## src/common/pbm_pkg.sv

```systemverilog
// Purpose: constants for the port b pin function mux (second uart)
// Assumes: 16-bit register address, 8-bit data, one clock
// Notes:   one bit per pin in every port register
//
// Contract
// - each of the six port registers holds one bit per pin, bit n for pin n.
// - pin 4 with both function-select bits 1 carries the uart transmit output.
// - pin 1 with both function-select bits 1 carries the uart transmit output.
// - pin 3 with select high 1 and select low 0 carries the uart transmit output.
// - pin 2 with both function-select bits 0 uses its primary function, uart receive.
// - pin 7 with both function-select bits 0 uses its primary function, uart receive.
// - pin 4 is a push-pull output when drive-mode high and low are 1 and direction is 0.
// - pin 1 is a push-pull output when drive-mode high and low are 1 and direction is 0.
// - pin 3 is a push-pull output when drive-mode high and low are 1 and direction is 0.
// - direction bit 1 on pin 2 makes that pin an input.
// - direction bit 1 on pin 7 makes that pin an input.
// - while a pin serves the uart its output-data bit has no effect.
// - receive-select bit 4 of the uart mode register picks pin 2 (0, reset) or pin 7 (1).
// - with receive-select 0 the receive comes from pin 2 even if pin 7 is set up for it.
package pbm_pkg;
  localparam int          PBM_AW          = 16;
  localparam int          PBM_DW          = 8;
  localparam int          PBM_NPIN        = 8;
  localparam logic [15:0] PBM_OFS_DATA    = 16'hf258;
  localparam logic [15:0] PBM_OFS_DIR     = 16'hf259;
  localparam logic [15:0] PBM_OFS_DRV_LO  = 16'hf25a;
  localparam logic [15:0] PBM_OFS_DRV_HI  = 16'hf25b;
  localparam logic [15:0] PBM_OFS_FUN_LO  = 16'hf25c;
  localparam logic [15:0] PBM_OFS_FUN_HI  = 16'hf25d;
  localparam logic [15:0] PBM_OFS_UMODE   = 16'hf25e;
  localparam int          PBM_RSEL_BIT    = 4;
  localparam logic [7:0]  PBM_RST_DATA    = 8'h00;
  localparam logic [7:0]  PBM_RST_DIR     = 8'h00;
  localparam logic [7:0]  PBM_RST_DRV     = 8'h00;
  localparam logic [7:0]  PBM_RST_FUN     = 8'h00;
  localparam logic [7:0]  PBM_RST_UMODE   = 8'h00;
  localparam int          PBM_PIN_TX_A    = 4;
  localparam int          PBM_PIN_TX_B    = 1;
  localparam int          PBM_PIN_TX_C    = 3;
  localparam int          PBM_PIN_RX_A    = 2;
  localparam int          PBM_PIN_RX_B    = 7;
  // function-select codes {high, low}
  typedef enum logic [1:0] {
    PBM_FN_PRIMARY  = 2'b00,
    PBM_FN_SECOND   = 2'b01,
    PBM_FN_TERTIARY = 2'b10,
    PBM_FN_FOURTH   = 2'b11
  } pbm_fn_t;
endpackage : pbm_pkg

```

## src/core/pbm_top.sv

```systemverilog
// Purpose: port b pin function mux routing the second uart onto pins
// Assumes: synchronous inputs, pad logic outside resolves the pin wire
// Notes:   reads return data one cycle after the read strobe
module pbm_top (
  input  wire logic                         clk_in,          // system clock
  input  wire logic                         rst_in,          // sync reset, high
  input  wire logic [pbm_pkg::PBM_AW-1:0]   addr_in,         // register address
  input  wire logic [pbm_pkg::PBM_DW-1:0]   wdata_in,        // write data
  input  wire logic                         wr_in,           // write strobe
  input  wire logic                         rd_in,           // read strobe
  output logic      [pbm_pkg::PBM_DW-1:0]   rdata_out,       // read data
  input  wire logic [pbm_pkg::PBM_NPIN-1:0] pin_in,          // pad levels
  output logic      [pbm_pkg::PBM_NPIN-1:0] pin_out,         // pad drive value
  output logic      [pbm_pkg::PBM_NPIN-1:0] pin_oe_out,      // pad drive enable
  input  wire logic                         uart_tx_in,      // uart serial out
  output logic                              uart_rx_out      // uart serial in
);
  import pbm_pkg::*;

  logic [7:0] data_q, data_d;
  logic [7:0] dir_q, dir_d;
  logic [7:0] drv_lo_q, drv_lo_d;
  logic [7:0] drv_hi_q, drv_hi_d;
  logic [7:0] fun_lo_q, fun_lo_d;
  logic [7:0] fun_hi_q, fun_hi_d;
  logic [7:0] umode_q, umode_d;
  logic [7:0] rdata_q, rdata_d;
  logic [7:0] pin_q, pin_d;
  logic [7:0] oe_q, oe_d;
  logic       rx_q, rx_d;
  logic [7:0] tx_sel;
  logic [7:0] rx_ok;
  logic       tx_use;

  // register writes and read data
  always_comb begin
    data_d   = data_q;
    dir_d    = dir_q;
    drv_lo_d = drv_lo_q;
    drv_hi_d = drv_hi_q;
    fun_lo_d = fun_lo_q;
    fun_hi_d = fun_hi_q;
    umode_d  = umode_q;
    rdata_d  = 8'h00;
    if (wr_in) begin
      case (addr_in)
        PBM_OFS_DATA:   data_d   = wdata_in;
        PBM_OFS_DIR:    dir_d    = wdata_in;
        PBM_OFS_DRV_LO: drv_lo_d = wdata_in;
        PBM_OFS_DRV_HI: drv_hi_d = wdata_in;
        PBM_OFS_FUN_LO: fun_lo_d = wdata_in;
        PBM_OFS_FUN_HI: fun_hi_d = wdata_in;
        PBM_OFS_UMODE:  umode_d  = wdata_in;
        default: ;
      endcase
    end
    if (rd_in) begin
      case (addr_in)
        PBM_OFS_DATA:   rdata_d = data_q;
        PBM_OFS_DIR:    rdata_d = dir_q;
        PBM_OFS_DRV_LO: rdata_d = drv_lo_q;
        PBM_OFS_DRV_HI: rdata_d = drv_hi_q;
        PBM_OFS_FUN_LO: rdata_d = fun_lo_q;
        PBM_OFS_FUN_HI: rdata_d = fun_hi_q;
        PBM_OFS_UMODE:  rdata_d = umode_q;
        default:        rdata_d = 8'h00;
      endcase
    end
  end

  always_ff @(posedge clk_in) begin
    if (rst_in) begin
      data_q   <= PBM_RST_DATA;
      dir_q    <= PBM_RST_DIR;
      drv_lo_q <= PBM_RST_DRV;
      drv_hi_q <= PBM_RST_DRV;
      fun_lo_q <= PBM_RST_FUN;
      fun_hi_q <= PBM_RST_FUN;
      umode_q  <= PBM_RST_UMODE;
      rdata_q  <= 8'h00;
    end else begin
      data_q   <= data_d;
      dir_q    <= dir_d;
      drv_lo_q <= drv_lo_d;
      drv_hi_q <= drv_hi_d;
      fun_lo_q <= fun_lo_d;
      fun_hi_q <= fun_hi_d;
      umode_q  <= umode_d;
      rdata_q  <= rdata_d;
    end
  end

  // transmit route per pin
  always_comb begin
    tx_sel = 8'h00;
    tx_sel[PBM_PIN_TX_A] = {fun_hi_q[PBM_PIN_TX_A], fun_lo_q[PBM_PIN_TX_A]}
                           == PBM_FN_FOURTH;
    tx_sel[PBM_PIN_TX_B] = {fun_hi_q[PBM_PIN_TX_B], fun_lo_q[PBM_PIN_TX_B]}
                           == PBM_FN_FOURTH;
    tx_sel[PBM_PIN_TX_C] = {fun_hi_q[PBM_PIN_TX_C], fun_lo_q[PBM_PIN_TX_C]}
                           == PBM_FN_TERTIARY;
  end

  // receive-capable pins: primary function and input direction
  always_comb begin
    rx_ok = 8'h00;
    rx_ok[PBM_PIN_RX_A] = ({fun_hi_q[PBM_PIN_RX_A], fun_lo_q[PBM_PIN_RX_A]}
                           == PBM_FN_PRIMARY) && dir_q[PBM_PIN_RX_A];
    rx_ok[PBM_PIN_RX_B] = ({fun_hi_q[PBM_PIN_RX_B], fun_lo_q[PBM_PIN_RX_B]}
                           == PBM_FN_PRIMARY) && dir_q[PBM_PIN_RX_B];
  end

  // pad drive: push-pull when both drive bits set and direction output
  generate
    for (genvar i = 0; i < PBM_NPIN; i++) begin : g_pin
      always_comb begin
        oe_d[i]  = drv_hi_q[i] && drv_lo_q[i] && !dir_q[i];
        pin_d[i] = tx_sel[i] ? uart_tx_in : data_q[i];
      end
    end
  endgenerate

  // receive select; drive mode of input pins is software's choice
  always_comb begin
    if (umode_q[PBM_RSEL_BIT]) begin
      rx_d = rx_ok[PBM_PIN_RX_B] ? pin_in[PBM_PIN_RX_B] : 1'b1;
    end else begin
      rx_d = rx_ok[PBM_PIN_RX_A] ? pin_in[PBM_PIN_RX_A] : 1'b1;
    end
  end

  always_ff @(posedge clk_in) begin
    if (rst_in) begin
      pin_q <= 8'h00;
      oe_q  <= 8'h00;
      rx_q  <= 1'b1;
    end else begin
      pin_q <= pin_d;
      oe_q  <= oe_d;
      rx_q  <= rx_d;
    end
  end

  assign tx_use     = |tx_sel;
  assign rdata_out  = rdata_q;
  assign pin_out    = pin_q;
  assign pin_oe_out = oe_q;
  assign uart_rx_out = rx_q;

  // per pin: non-uart pins show their data bit, enable only in push-pull mode
  generate
    for (genvar j = 0; j < PBM_NPIN; j++) begin : g_chk

    end
  endgenerate
endmodule : pbm_top

```

## config.mk

```make
export PLATFORM = sky130hd
export DESIGN_NAME = pbm_top
export DESIGN_NICKNAME = d
export VERILOG_FILES = /design/src/common/pbm_pkg.sv /design/src/core/pbm_top.sv
export SDC_FILE = /design/constraint.sdc
export NUM_CORES = 1
export LEC_CHECK = 0
export BUFFER_PORTS_ARGS = -buffer_cell sky130_fd_sc_hd__buf_2
export CAP_MARGIN = 20
export CORE_ASPECT_RATIO = 0.7
export CORE_MARGIN = 5
export CORE_UTILIZATION = 40
export CTS_BUF_LIST = sky130_fd_sc_hd__clkbuf_4
export DETAILED_ROUTE_END_ITERATION = 6
export PLACE_DENSITY = 0.59
export SYNTH_ARGS = -nofsm -noshare
export SYNTH_HDL_FRONTEND = slang
export SYNTH_SLANG_ARGS = --single-unit
```

## constraint.sdc

```tcl
create_clock -name clk_in -period 1.8 [get_ports clk_in]
set_input_delay 0 -clock clk_in [delete_from_list [all_inputs] [get_ports clk_in]]
set_output_delay 0 -clock clk_in [all_outputs]
set_load 0.1 [all_outputs]
```

# Word-level counts from Yosys, hierarchy flattened
# Index checks and enable logic that the tools add are counted.
# totals
inputBits	37
output_inout_bits	25
word_cells	65
register_bits	81
# op_classes
n_mux	7
n_eq_ne	10
n_bitwise	1
n_reduce_logical	36
# op_table
operator	n
16-bit equality test (second input constant)	7
8-bit one-hot mux with 7 select lines	1
1-bit logical AND	18
2-bit AND reduction	7
1-bit logical NOT	8
2-bit equality test (second input constant)	3
1-bit 2-to-1 mux	6
2-bit logical NOT	2
2-bit OR reduction	1
1-bit inverter	1

# Logic depth before layout (Yosys ltp)
# Gate-level depths: netlist of run 1.
# logic_depth
depth_word	4
ltp_mapped	7
depth_no_buf	4

# Least setup slack after synthesis of run 1
# No wires, ideal clock.
# synth_timing
path_type	input to register
startpoint	input addr_in[8] (netlist bit)
endpoint	register drv_hi_q[0]
slack_ps	119
t_arrival_ps	1552
setup_time_ps	128
t_required_ps	1672
n_path_buf	2
path_stages	6
cell_sequence	or4b_4 buf_8 or4_1 buf_2 o21ai_1 a21oi_1
# synth_between
elab_chain_len	2
# synth_rtl
item	line_no	rtl
start: declaration	pbm_top.sv:7	input wire logic [pbm_pkg::PBM_AW-1:0] addr_in,
16-bit equality test	pbm_top.sv:46	case (addr_in)
2-bit AND reduction (no source line)	--	
end signal: assignment	pbm_top.sv:85	drv_hi_q <= drv_hi_d;
end: declaration	pbm_top.sv:23	logic [7:0] drv_hi_q, drv_hi_d;
# No other way between the ends.
# A chain may end at the register's enable or synchronous reset.

# Worst setup path in the final report of run 1
# layout_timing
startpoint	register dir_q[7]
endpoint	register rx_q, in the netlist uart_rx_out
# layout_between
elab_chain_len	3
# layout_rtl
item	line_no	rtl
start: declaration	pbm_top.sv:21	logic [7:0] dir_q, dir_d;
start signal: assignment	pbm_top.sv:83	dir_q <= dir_d;
1-bit logical AND	pbm_top.sv:110	== PBM_FN_PRIMARY) && dir_q[PBM_PIN_RX_B];
1-bit 2-to-1 mux	pbm_top.sv:126	rx_d = rx_ok[PBM_PIN_RX_B] ? pin_in[PBM_PIN_RX_B] : 1'b1;
1-bit 2-to-1 mux	pbm_top.sv:125	if (umode_q[PBM_RSEL_BIT]) begin
end signal: assignment	pbm_top.sv:140	rx_q <= rx_d;
end: declaration	pbm_top.sv:30	logic rx_q, rx_d;
# No other way between the ends.

==> metrics, run 1 <==
Post-synth ARST share=0%; Routed Antenna Nets=0; Syn Area/Cell=between 9 and 10 sq um; Die Width=approximately 120 um; Yosys Warn Count=0; design area=roughly 4300 sq um; die area=~11000 sq um; Hold Crit Class=input pin to register; Starting Density=roughly two fifths; EDFF count, synth=0; Layout Cells excl Fill=between 500 and 600; I/O pins=62; Syn Nets=430; WHS Path Cells=4; FF-to-FF Start=dir_q[7]$_SDFFE_PP0P_; slew margin rel.=a little under two thirds; Cell Area, Synth=between 3000 and 4000 sq um; Top FF cell, synth=dfxtp_1; CP peak stage delay=0.54 ns; H-tree depth=3; cts bufs inserted=9; Critical Path RT=2.15 ns; Worst Reg-to-Reg Cells=4; CP Launch Type=register; CTS Sinks=81; FF+latch count, synth=slightly above 80; Slew Viols, Final=0; global-route usage over all layers=approximately 22%; TritonRoute pass-1 iters=7; min Tclk post-route=roughly 1.7 ns; CTS root buf=clkbuf_4; DP Area=4030 sq um; WL per Instance=roughly 20 um; run status=finished, final reports clean; initial antenna violation count=0; maximum VDD drop=approximately 0.53 mV; Placed Cells=about 560; Post-route DRC=0; hold_ws=~0.10 ns; ant diodes=0; P_leak=1.54 nW; Yosys cell types=39; CP Cell Sequence=nor4b_1 -> nand2_1 -> a21o_1 -> dlygate4sd3_1; R2R Path End=uart_rx_out$_SDFF_PP1_; cts hold-fix bufs=13; CTS tree=yes; worst clock skew=around 0.013 ns; max cap viols=0; Core ar.=8550 sq um; Seq/Total Area, Yosys=a little under half; Pwr Density=roughly 690 nW/um^2; Syn-to-layout area delta=20.3%; layout cells sized above 1=about a quarter; crit-path max FO=4; Worst-path clk slew=between 0.1 and 0.15 ns; Final #Nets=~500; cell taking the most area after synthesis=dfxtp_1; RSZ-0062 raised after global routing=false; fin crit share=a little over nine tenths; grt ovf=0; Worst path slowest cell=dlygate4sd3_1; post-CTS sizing=0; number of global-route vias before repair=roughly 3300; largest net degree at the start of global routing=34; setup slack, reg-to-reg=around 0.12 ns; Hold Path End=rdata_out[5]$_SDFF_PP0_; Vias/cell=about 5.8; GP Congestion=0.862; first-pass GRT wire length=18.0 mm; Least-Margin Pin Slew=around 0.55 ns; row count=28; final WL=11.5 mm; CP Capture Type=register; postcts setup bufs=0; fmax=593 MHz; Crit path arrival time=a little over 2 ns; setup tns final=0 ns; I/O Buffers=55; Final Hold Fails=0; die extent in y=between 80 and 90 um; hold_sp=addr_in[0]; Via Count=3462; cell count after synthesis=393; 1st-iter DRT viols=around 400; crit path kind=register to register; largest cells by area after synthesis=dfxtp_1 (46%), a21oi_1 (9.3%), nand3_1 (8.3%); clk_lat worst skew=~0.45 ns; Final Setup Violations=0; detailed placement HPWL=between 7 and 8 mm; Yosys top cell area share=45.7%; CTS Buffer Depth=2
## state kept, by name, summed over array words and instances (netlist names)
| name | cells |
|---|---|
| pin_oe_out | 8 |
| drv_lo_q | 8 |
| drv_hi_q | 8 |
| fun_lo_q | 8 |
| rdata_out | 8 |
| fun_hi_q | 8 |
| uart_rx_out | 1 |
| data_q | 8 |
| umode_q | 8 |
| dir_q | 8 |
| pin_out | 8 |
## Yosys cell counts, drive strengths merged (3+ instances only)
cell type,instances
mux2i,9
nor2b,8
a32oi,8
inv,3
dfxtp,81
nor2,3
nor3,10
nand3,59
or4,3
a222oi,8
dlygate4sd1,3
a21oi,66
o2bb2ai,8
nand2,13
buf,13
o21ai,56
clkbuf,18
nor4,8
## final cells by class
cell class	count	area [sq um]
inverter	3	11.3
sequential	81	1620
clock inverter	6	33.8
tap	120	150
clock buffer	10	75.1
fill	854	4280
timing repair buffer	97	661
multi-input combinational	275	1720
## report_power, final
part	internal [mW]	switching, mW	total (mW)	leakage [nW]
Sequential	1.79	0.00000809	1.79	0.652
Combinational	0.0818	0.156	0.238	0.831
Clock	0.290	0.645	0.936	0.0616
Total	2.16	0.802	2.97	1.54
## per-layer routing
layer,routed length [um],global-route usage [%],share of wire (%),up-vias
li1,-,-,-,1623
met1,5380,31.3,47,1635
met2,4870,31.4,42,190
met3,1110,7.09,9.7,14
met4,161,5.49,1.4,0
met5,0,0,0,-
## worst max-delay path, delay by kind of cell, from the launching register on
family / cells / cell delay (ns)
buffers and inverters: 1 / 0.54
and+or+nand+nor: 2 / 0.45
DFF: 1 / 0.43
AOI/OAI and AO/OA: 1 / 0.17
## placed cells by master (no fill, tap or decap), drive strengths merged
cell / instances
or4: 3
a21oi: 66
a222oi: 8
buf: 84
dlygate4sd3: 13
o21ai: 56
nor2b: 8
nand3b: 2
nand4: 1
nor4b: 1
nor4: 8
nor2: 3
or4b: 2
clkinv: 4
nand4bb: 1
or2: 1
nand3: 59
nor3: 10
nand4b: 2
a32oi: 8
clkbuf: 10
nand2b: 2
nand2: 13
dfxtp: 81
o2bb2ai: 8
a21o: 1
or4bb: 2
mux2i: 9
clkinvlp: 1
inv: 4
a31oi: 1
## cell families (layout without fill, tap and decap cells)
group | Yosys count | count (layout) | share of synthesized area [%]
multiplexers | 9 | 9 | 2.54
flip-flops | 81 | 81 | 45.7
AO/OA/AOI/OAI | 148 | 148 | 23.8
buffers and inverters | 37 | 116 | 5.92
AND/OR/NAND/NOR | 118 | 118 | 22.0
## worst max path at each step
stage,startpoint,cells after the start,endpoint
after floorplan,addr_in[8],6,drv_hi_q[0]$_SDFFE_PP0P_
after global placement,addr_in[8],5,data_q[0]$_SDFFE_PP0P_
after detailed placement,addr_in[8],5,fun_hi_q[4]$_SDFFE_PP0P_
after CTS,dir_q[7]$_SDFFE_PP0P_,4,uart_rx_out$_SDFF_PP1_
after global routing,dir_q[7]$_SDFFE_PP0P_,4,uart_rx_out$_SDFF_PP1_
final,dir_q[7]$_SDFFE_PP0P_,4,uart_rx_out$_SDFF_PP1_
## stage by stage
stage / util (%) / power, mW / setup WS [ns]
after global placement: 47.1 / 2.04 / 0.00514
final: 49.9 / 2.97 / 0.115
after detailed placement: 47.1 / 2.04 / -0.0315
after CTS: 49.9 / 2.97 / 0.103
after floorplan: - / 1.94 / 0.119
after global routing: 49.9 / 3.09 / 0.0347
(Power assumes the default switching activity.)
==> inputs of run 2 (changes only) <==
--- a/config.mk
+++ b/config.mk
@@ -6,4 +6,5 @@
 export NUM_CORES = 1
 export LEC_CHECK = 0
+export ABC_CLOCK_PERIOD_IN_PS = 1800
 export BUFFER_PORTS_ARGS = -buffer_cell sky130_fd_sc_hd__buf_2
 export CAP_MARGIN = 20
@@ -14,4 +15,5 @@
 export DETAILED_ROUTE_END_ITERATION = 6
 export PLACE_DENSITY = 0.59
+export RECOVER_POWER = 100
 export SYNTH_ARGS = -nofsm -noshare
 export SYNTH_HDL_FRONTEND = slang
==> constraint.sdc (replaced) <==
create_clock -name clk_in -period 1.8 [get_ports clk_in]
set_input_delay 0.36 -clock clk_in [delete_from_list [all_inputs] [get_ports clk_in]]
set_output_delay 0.36 -clock clk_in [all_outputs]
set_load 0.1 [all_outputs]
==> run 2 against run 1 <==
Wire length decreased by 3.3%; maximum frequency decreased by 1.5%; clock power decreased by 2.5%; core utilization decreased by 0.34 points; non-clock buffer count decreased by 3; sequential share of layout area increased by 0.26 points; critical path depth increased by 1; hold slack improved by 0.11 ns; global-route usage decreased by 0.58 points; final cell count decreased by 0.68%; critical endpoint is now umode_q[1]$_SDFFE_PP0P_; highest routed layer unchanged.
==> metrics, run 2 (same netlist as run 1, synthesis figures left out) <==
clk_lat worst skew=between 0.4 and 0.5 ns; CTS Buffer Depth=2; WHS Path Cells=2; fill count=875; Worst path slowest cell=or4_4; TritonRoute pass-1 iters=5; top cell family by delay on the critical path=simple AND/OR/NAND/NOR gates; die area=about 11000 sq um; setup slack, reg-to-reg=between 0.6 and 0.7 ns; cts bufs inserted=9; Post-route DRC=0; ant diodes=0; layout cells sized above 1=a little over a quarter; global-route usage over all layers=between 20% and 30%; number of global-route vias before repair=~3200; run status=finished, final reports clean; fin crit share=95.1%; hold_sp=rst_in; Slew Viols, Final=0; 1st-iter DRT viols=approximately 310; fmax=~580 MHz; Worst Reg-to-Reg Cells=4; post-CTS sizing=0; Final Core Density=approximately half; P_leak=1.52 nW; crit path kind=input pin to register; Total Power=2.94 mW; first-pass GRT wire length=~18 mm; worst setup path startpoint=addr_in[10]; cts hold-fix bufs=0; CTS tree=yes; GP Congestion=just under 0.9; CP Capture Type=register; Final Hold Fails=0; WL per Instance=between 15 and 20 um; initial antenna violation count=0; CP Cell Sequence=buf_2 -> or4b_4 -> or4_4 -> o21ai_0 -> a21oi_1; row count=28; postcts setup bufs=0; Die Width=~120 um; Least-Margin Pin Slew=about 0.55 ns; hold_ws=~0.21 ns; commonest cells after routing, fill and taps aside=dfxtp_1 (81), a21oi_1 (66), nand3_1 (59); FF-to-FF Start=fun_lo_q[4]$_SDFFE_PP0P_; min Tclk post-route=roughly 1.7 ns; RSZ-0062 raised after global routing=false; instance count on the critical path=5; H-tree depth=3; most common cell after layout, fill and taps aside=dfxtp_1; Final #Nets=between 500 and 600; Critical Path RT=~2.1 ns; final WL=about 11 mm; crit-path max FO=24; I/O pins=62; detailed placement HPWL=7.80 mm; Hold Path End=data_q[2]$_SDFFE_PP0P_; Via Count=between 3000 and 4000; worst clock skew=approximately 0.025 ns; Core ar.=about 8500 sq um; CTS Sinks=81; Crit path arrival time=2.03 ns; Syn-to-layout area delta=19.5%; design area=about 4200 sq um; CP Launch Type=input pin; die extent in y=88.8 um; grt ovf=0; R2R Path End=rdata_out[4]$_SDFF_PP0_; I/O Buffers=55; Hold Crit Class=input pin to register; Starting Density=~42%; maximum VDD drop=between 0.4 and 0.5 mV; Worst-path clk slew=0.14 ns; Pwr Density=693 nW/um^2; Final Setup Violations=0; slew margin rel.=between 60 and 70%; CP bufs+invs=1; Vias/cell=about 5.8; Routed Antenna Nets=0; DP Area=4140 sq um; max cap viols=0; CP peak stage delay=just under 0.7 ns; CTS root buf=clkbuf_4; largest net degree at the start of global routing=34
[run 2: layout make-up]
| cell class | instances | area [sq um] | share of cell area, % |
|---|---|---|---|
| clock buffers | 9 | 67.6 | 1.59 |
| clock inverters | 6 | 43.8 | 1.03 |
| inverters | 3 | 11.3 | 0.266 |
| multi-input cells | 275 | 1730 | 40.7 |
| flip-flops and latches | 81 | 1620 | 38.2 |
| well taps | 120 | 150 | 3.54 |
| repair buffers | 94 | 618 | 14.6 |
[run 2: layer usage]
layer  vias up  global-route usage (%)  share of wire, %
li1       1618                       -                 -
met1      1642                    31.5                49
met2       152                    30.7                42
met3        12                    5.50               8.0
met4         0                    4.57               1.3
met5         -                       0                 0
[run 2: worst max path at each step]
stage | to
finish | umode_q[1]$_SDFFE_PP0P_
CTS | umode_q[1]$_SDFFE_PP0P_
global route | fun_lo_q[2]$_SDFFE_PP0P_
floorplan | umode_q[6]$_SDFFE_PP0P_
detailed placement | umode_q[1]$_SDFFE_PP0P_
global placement | umode_q[0]$_SDFFE_PP0P_
[run 2: worst register-to-register path: cells and delay by family, from the launching register on]
kind,cells,cell delay [ns]
AOI/OAI and AO/OA,3,0.55
muxes,1,0.09
DFF,1,0.44
[run 2: power by group]
part           internal [mW]  leakage [nW]  switching (mW)
Combinational         0.0789         0.812           0.154
Sequential              1.79         0.652      0.00000828
Clock                  0.277        0.0521           0.636
[run 2: metrics by stage]
step	TNS [ns]	worst slack, ns	std cells
after CTS	0	0.0831	588
after detailed placement	-16.64	-0.386	573
after floorplan	-5.59	-0.141	393
after global routing	0	0.0223	588
after global placement	-15.69	-0.336	573
final	0	0.0886	588
